<file path="config.mk">
export PLATFORM = sky130hd
export DESIGN_NAME = input_edge_interrupt_filter
export DESIGN_NICKNAME = d
export VERILOG_FILES = /design/src/hw/edge_irq_pkg.sv /design/src/hw/edge_channel.sv /design/src/hw/input_edge_interrupt_filter.sv
export SDC_FILE = /design/constraint.sdc
export NUM_CORES = 1
export LEC_CHECK = 0
export BUFFER_PORTS_ARGS = -buffer_cell sky130_fd_sc_hd__buf_4
export CAP_MARGIN = 40
export CORE_AREA = 10 10 115 169
export CTS_BUF_LIST = sky130_fd_sc_hd__clkbuf_8
export DETAILED_ROUTE_END_ITERATION = 10
export DIE_AREA = 0 0 125 179
export PLACE_DENSITY = 0.68
export SYNTH_ARGS = -nofsm -noshare
export SYNTH_HDL_FRONTEND = slang
export SYNTH_HIERARCHICAL = 1
export SYNTH_SLANG_ARGS = --single-unit
</file>
<file path="constraint.sdc">
create_clock -name mclk -period 2.1 [get_ports mclk]
set_input_delay 0.525 -clock mclk [delete_from_list [all_inputs] [get_ports mclk]]
set_output_delay 0.525 -clock mclk [all_outputs]
set_load 0.05 [all_outputs]
</file>
<file path="src/hw/edge_irq_pkg.sv">
// Package for the input edge interrupt filter.
// Assumes a 50 MHz system clock on mclk.
package edge_irq_pkg;

	// ****************************************
	// Timing
	// ****************************************
	localparam int unsigned CLK_HZ = 50_000_000;
	localparam int unsigned LOCKOUT_MS = 10;
	// Lockout length in cycles (10 ms at 50 MHz)
	localparam int unsigned LOCKOUT_CYCLES = (CLK_HZ / 1000) * LOCKOUT_MS;
	localparam int unsigned NUM_INPUTS = 4;

	// ****************************************
	// Reset values
	// ****************************************
	localparam logic [2:0] SYNC_RESET = 3'h0;

	// ****************************************
	// Per-input channel states
	// ****************************************
	typedef enum logic [1:0] {
		CH_IDLE = 2'b00,
		CH_LOCKED = 2'b01,
		CH_BUSY = 2'b10
	} chan_state_t;

	// Per-input status bundle
	typedef struct packed {
		logic event_pulse;
		logic preempt;
		logic busy;
	} chan_status_t;

endpackage : edge_irq_pkg

</file>
<file path="src/hw/edge_channel.sv">
// One input channel: synchroniser, edge detect, lockout and busy tracking.
// Assumes the pin is asynchronous to mclk and done comes from mclk logic.
`timescale 1ns/1ps
`default_nettype none
module edge_channel
	import edge_irq_pkg::*;
#(
	parameter int unsigned LOCK_CYCLES = LOCKOUT_CYCLES
) (
	input wire logic mclk,
	input wire logic resetn,
	input wire logic enable,
	input wire logic pin,
	input wire logic done,
	output var chan_status_t status
);

	// ****************************************
	// Synchroniser and edge detect
	// ****************************************
	logic [2:0] sync_reg;
	logic level_reg;
	chan_state_t state_reg;
	logic [31:0] count_reg;
	logic preempt_reg;
	logic event_reg;
	logic busy_reg;

	// Change counts only once stages two and three agree
	wire agreed = (sync_reg[1] == sync_reg[2]);
	wire rise = agreed && sync_reg[2] && !level_reg;
	wire lock_end = (count_reg == 32'h0000_0001);
	wire accept = enable && rise && (state_reg == CH_IDLE);

	// Synchroniser chain
	always_ff @(posedge mclk) begin
		if (!resetn) begin
			sync_reg <= SYNC_RESET;
			level_reg <= 1'b0;
		end else begin
			sync_reg <= {sync_reg[1:0], pin};
			if (agreed)
				level_reg <= sync_reg[2];
		end
	end

	// ****************************************
	// Lockout and handler tracking
	// ****************************************
	// Edges outside CH_IDLE are simply dropped, never queued
	always_ff @(posedge mclk) begin
		if (!resetn) begin
			state_reg <= CH_IDLE;
			count_reg <= 32'h0000_0000;
			preempt_reg <= 1'b0;
			event_reg <= 1'b0;
			busy_reg <= 1'b0;
		end else begin
			event_reg <= accept;
			unique case (state_reg)
				CH_IDLE: begin
					if (accept) begin
						state_reg <= CH_LOCKED;
						count_reg <= LOCK_CYCLES;
						preempt_reg <= 1'b1;
						busy_reg <= 1'b1;
					end
				end
				CH_LOCKED: begin
					// Done may come inside the window; remember it
					if (done)
						preempt_reg <= 1'b0;
					if (lock_end) begin
						count_reg <= 32'h0000_0000;
						state_reg <= (done || !preempt_reg) ? CH_IDLE : CH_BUSY;
						busy_reg <= !(done || !preempt_reg);
					end else begin
						count_reg <= count_reg - 32'h0000_0001;
					end
				end
				CH_BUSY: begin
					if (done) begin
						preempt_reg <= 1'b0;
						state_reg <= CH_IDLE;
						busy_reg <= 1'b0;
					end
				end
				default: begin
					state_reg <= CH_IDLE;
					busy_reg <= 1'b0;
				end
			endcase
		end
	end

	assign status.event_pulse = event_reg;
	assign status.preempt = preempt_reg;
	// Busy kept in its own flop so the top output is registered
	assign status.busy = busy_reg;

endmodule : edge_channel
`default_nettype wire

</file>
<file path="src/hw/input_edge_interrupt_filter.sv">
// Top of the fast input edge interrupt filter.
// Assumes pins are asynchronous; handler done pulses are on mclk.
`timescale 1ns/1ps
`default_nettype none
module input_edge_interrupt_filter
	import edge_irq_pkg::*;
#(
	parameter int unsigned N = NUM_INPUTS,
	parameter int unsigned LOCK_CYCLES = LOCKOUT_CYCLES
) (
	input wire logic mclk,
	input wire logic resetn,
	input wire logic [N-1:0] irq_mode_en,
	input wire logic [N-1:0] fast_in,
	input wire logic [N-1:0] handler_done,
	output logic [N-1:0] input_edge_event,
	output logic [N-1:0] preempt_req,
	output logic [N-1:0] handler_busy
);

	// ****************************************
	// One channel per input
	// ****************************************
	chan_status_t st [N];

	genvar g;
	generate
		for (g = 0; g < N; g++) begin : g_ch
			// Separate channel so one edge wakes only its own handler
			edge_channel #(.LOCK_CYCLES(LOCK_CYCLES)) u_ch (
				.mclk(mclk),
				.resetn(resetn),
				.enable(irq_mode_en[g]),
				.pin(fast_in[g]),
				.done(handler_done[g]),
				.status(st[g])
			);
			assign input_edge_event[g] = st[g].event_pulse;
			assign preempt_req[g] = st[g].preempt;
			assign handler_busy[g] = st[g].busy;
		end
	endgenerate

endmodule : input_edge_interrupt_filter
`default_nettype wire

</file>
==> run_results.csv <==
group,metric,value,unit
detailed_routing,ant_nets,0,
worst_setup_path,cp_max_fo,6,
pwr,switching_share,27.7,%
floorplan,start_util,52.4,%
timing,final_max_slew_viol_count,0,
worst_setup_path,cp_data_arrival_time,2460,ps
grt,antenna_found_initial,0,
grt,grt_pass1_wl,32.7,mm
clock_network,cts.sinks,164,
timing,period_share,98.9,%
synth,seq_area_frac_synth,37.8,%
synth,synthSimpleGateAreaFrac,31.0,%
pwr,ir_worst_vdd,514,uV
pwr,p_clk_share,34.4,%
synth,postSynthAreaPerCell,8.77,sq um
clock_network,clkSlewWorstSetupHoldPaths,80,ps
worst_setup_path,r2r_end,"g_ch[0].u_ch/count_reg[28]",
synth,synthCells,989,
floorplan,core-area,16500,sq um
synth,yosys.area_share.xor_xnor,7.47,%
pwr,combPwrFrac,18.1,%
timing,fin_skew,13.9,ps
floorplan,die-area,22400,sq um
synth,synth_commonest_cells,"dfxtp_1 (164), nor2_1 (129), nand2_1 (64)",
finish,syn_to_final_growth,19.1,%
grt,grt_start_max_net_pins,33,
detailed_routing,vias_per_cell,5.65,
grt,overflow,0,
synth,synth_compound_area_share,14.3,%
detailed_routing,wl,19.5,mm
synth,synth_top_family_by_area,"simple AND/OR/NAND/NOR gates",
detailed_routing,first_pass_iters,4,
finish,layout-drive-gt1-share,23.8,%
detailed_routing,first_iter_violations,374,
worst_setup_path,r2r_cells,7,
clock_network,cts_root_buf,"clkbuf_8",
grt,grt_pass1_vias,7227,
synth,ys_top_cells_by_area,"dfxtp_1 (38%), nor2_1 (5.6%), xor2_1 (3.9%)",
status,status,"complete, no violations",
finish,nets,1124,
synth,synthMuxAreaShare,1.28,%
pwr,power.density,669,nW/um^2
floorplan,die_w,125,um
pwr,seqPwrFrac,47.5,%
placed_design,dp_hpwl,14.0,mm
synth,ys_seq_elements,164,
timing,min_period,2080,ps
worst_setup_path,crit_required,2480,ps
worst_setup_path,r2r-start,"g_ch[0].u_ch/count_reg[1]",
clock_network,cts_buffers,17,
flow_run,drv_cap,0,
timing,max_freq,0.481,GHz
timing,holdWs,289,ps
clock_network,clockBufferDepth,2,
timing,fin_tns_setup,0,ps
min_path,hp-class,"in2reg",
min_path,min_from,"fast_in[2]",
timing,final_hold_viol_count,0,
finish,utilization,62.4,%
worst_setup_path,worstSetupPathType,"reg2reg",
min_path,min_delay_worst_endpoint,"g_ch[2].u_ch/sync_reg[0]",
synth,ys_warn_count,6,
detailed_routing,dr_total_vias,7388,
synth,synth-edff-count,0,
finish,largest_register_ffs,128,
pwr,p_switching,0.00192,W
floorplan,num_rows,58,
finish,diodes,0,
clock_network,clk_latency,450,ps
synth,synth_top_area_cell,"dfxtp_1",
synth,synthAdderAreaFrac,3.46,%
placed_design,gp_congestion,0.856,
clock_network,cts_max_level,4,
worst_setup_path,worst_setup_path_start_kind,"flop",
synth,dominantRegCellSynth,"dfxtp_1",
floorplan,ioPinCount,26,
clock_network,cts_tree,"done",
synth,yosys.cell_types.count,79,
pwr,power_leakage,4.14,nW
detailed_routing,post_drt_wl_per_cell,14.9,um
detailed_routing,drc,0,
timing,finalSetupViolations,0,
worst_setup_path,rrSetupSlack,20,ps
floorplan,die_h,179,um
synth,syn-num-nets,1027,
worst_setup_path,worst_setup_path_end_kind,"flop",
grt,gr-usage-all-layers,16.9,%
pwr,p_int,0.00500,W
synth,synth_top_area_share,37.8,%
synth,post-synth-top-count-cell,"dfxtp_1",
timing,relSlewSlack,67.5,%
synth,async_reset_ff_share,0,%
synth,syn_area,8680,sq um
min_path,worstHoldPathCells,2,
placed_design,io_buffers,25,
timing,rsz0062_at_grt,"yes",
timing,worst_slew_pin_slew,487,ps
[cells in the final DEF, fill, tap and decap left out, types with 17 or more instances in the layout]
| cell | instances |
|---|---|
| inv_1 | 28 |
| buf_4 | 122 |
| xor2_1 | 39 |
| nand2_1 | 62 |
| a21oi_1 | 52 |
| nor3_1 | 27 |
| ha_1 | 22 |
| o21ai_0 | 23 |
| clkbuf_8 | 20 |
| dfxtp_1 | 160 |
| and2_1 | 20 |
| xnor2_1 | 35 |
| nor2_1 | 129 |
| nand3_1 | 17 |
| nor4_1 | 25 |
| nand4_1 | 19 |
[power by group through the flow]
stage                     registers, W  clock network (W)  logic [W]
after floorplan                0.00334                  0   0.000824
after global placement         0.00335                  0    0.00118
after detailed placement       0.00336                  0    0.00119
after CTS                      0.00329            0.00244    0.00120
after global routing           0.00330            0.00257    0.00137
final                          0.00329            0.00238    0.00125
[worst max-delay path, stage by stage, from the launching register on]
cell      delay [ps]
dfxtp_2          330
inv_2             70
ha_4             140
or4b_4           480
a211oi_4         250
nand2_2          130
or4_4            500
a21oi_2          120
[cells by family (layout without fill, tap and decap cells)]
logic type      Yosys count  after routing
fa+ha+maj                24             24
buf+inv                  82            191
mux                      11             11
xor+xnor                 74             74
flops                   164            164
simple gates            458            458
compound gates          176            176
[through the flow]
stage               std cells  power, W  area [sq um]  setup slack [ps]
floorplan                 989   0.00416          8680              1.91
global placement         1272   0.00453          9680              37.1
detailed placement       1272   0.00455          9680             -2.93
CTS                      1303   0.00693         10100              3.51
global route             1308   0.00723         10300             -63.3
finish                   1308   0.00692         10300              22.9
[layout make-up]
| cell class | count | area (sq um) |
|---|---|---|
| clock inverters | 11 | 136 |
| inverters | 29 | 109 |
| fillers | 1459 | 6220 |
| well taps | 210 | 263 |
| clock buffers | 20 | 275 |
| multi-input cells | 743 | 5180 |
| flip-flops and latches | 164 | 3290 |
| repair buffers | 131 | 1080 |
[how the worst max path moves through the flow]
stage,from,to,slack [ps],cells past startpoint
2_1_floorplan,g_ch[2].u_ch/count_reg[18],g_ch[2].u_ch/count_reg[26],2,6
3_3_place_gp,g_ch[2].u_ch/count_reg[1],g_ch[2].u_ch/count_reg[14],40,7
3_5_place_dp,g_ch[1].u_ch/count_reg[1],g_ch[1].u_ch/count_reg[24],-3,7
4_1_cts,g_ch[0].u_ch/count_reg[19],g_ch[0].u_ch/count_reg[28],4,6
5_1_grt,g_ch[0].u_ch/count_reg[1],g_ch[0].u_ch/count_reg[28],-60,7
6_report,g_ch[0].u_ch/count_reg[1],g_ch[0].u_ch/count_reg[28],20,7
[repair_timing]
item	CTS	global route
resized for setup	3	45
endpoints found under the setup margin	5	80
hold buffers	0	0
pin swaps	1	19
cloned	0	0
buffers inserted	0	5
[per-layer routing]
metal	track usage [%]	up-vias	share of wire (%)
li1	-	3763	-
met1	18.6	3506	43
met2	32.0	95	53
met3	2.87	24	2.4
met4	5.92	0	1.7
met5	0	-	0
Note: power is estimated with default switching activity, not from simulation.
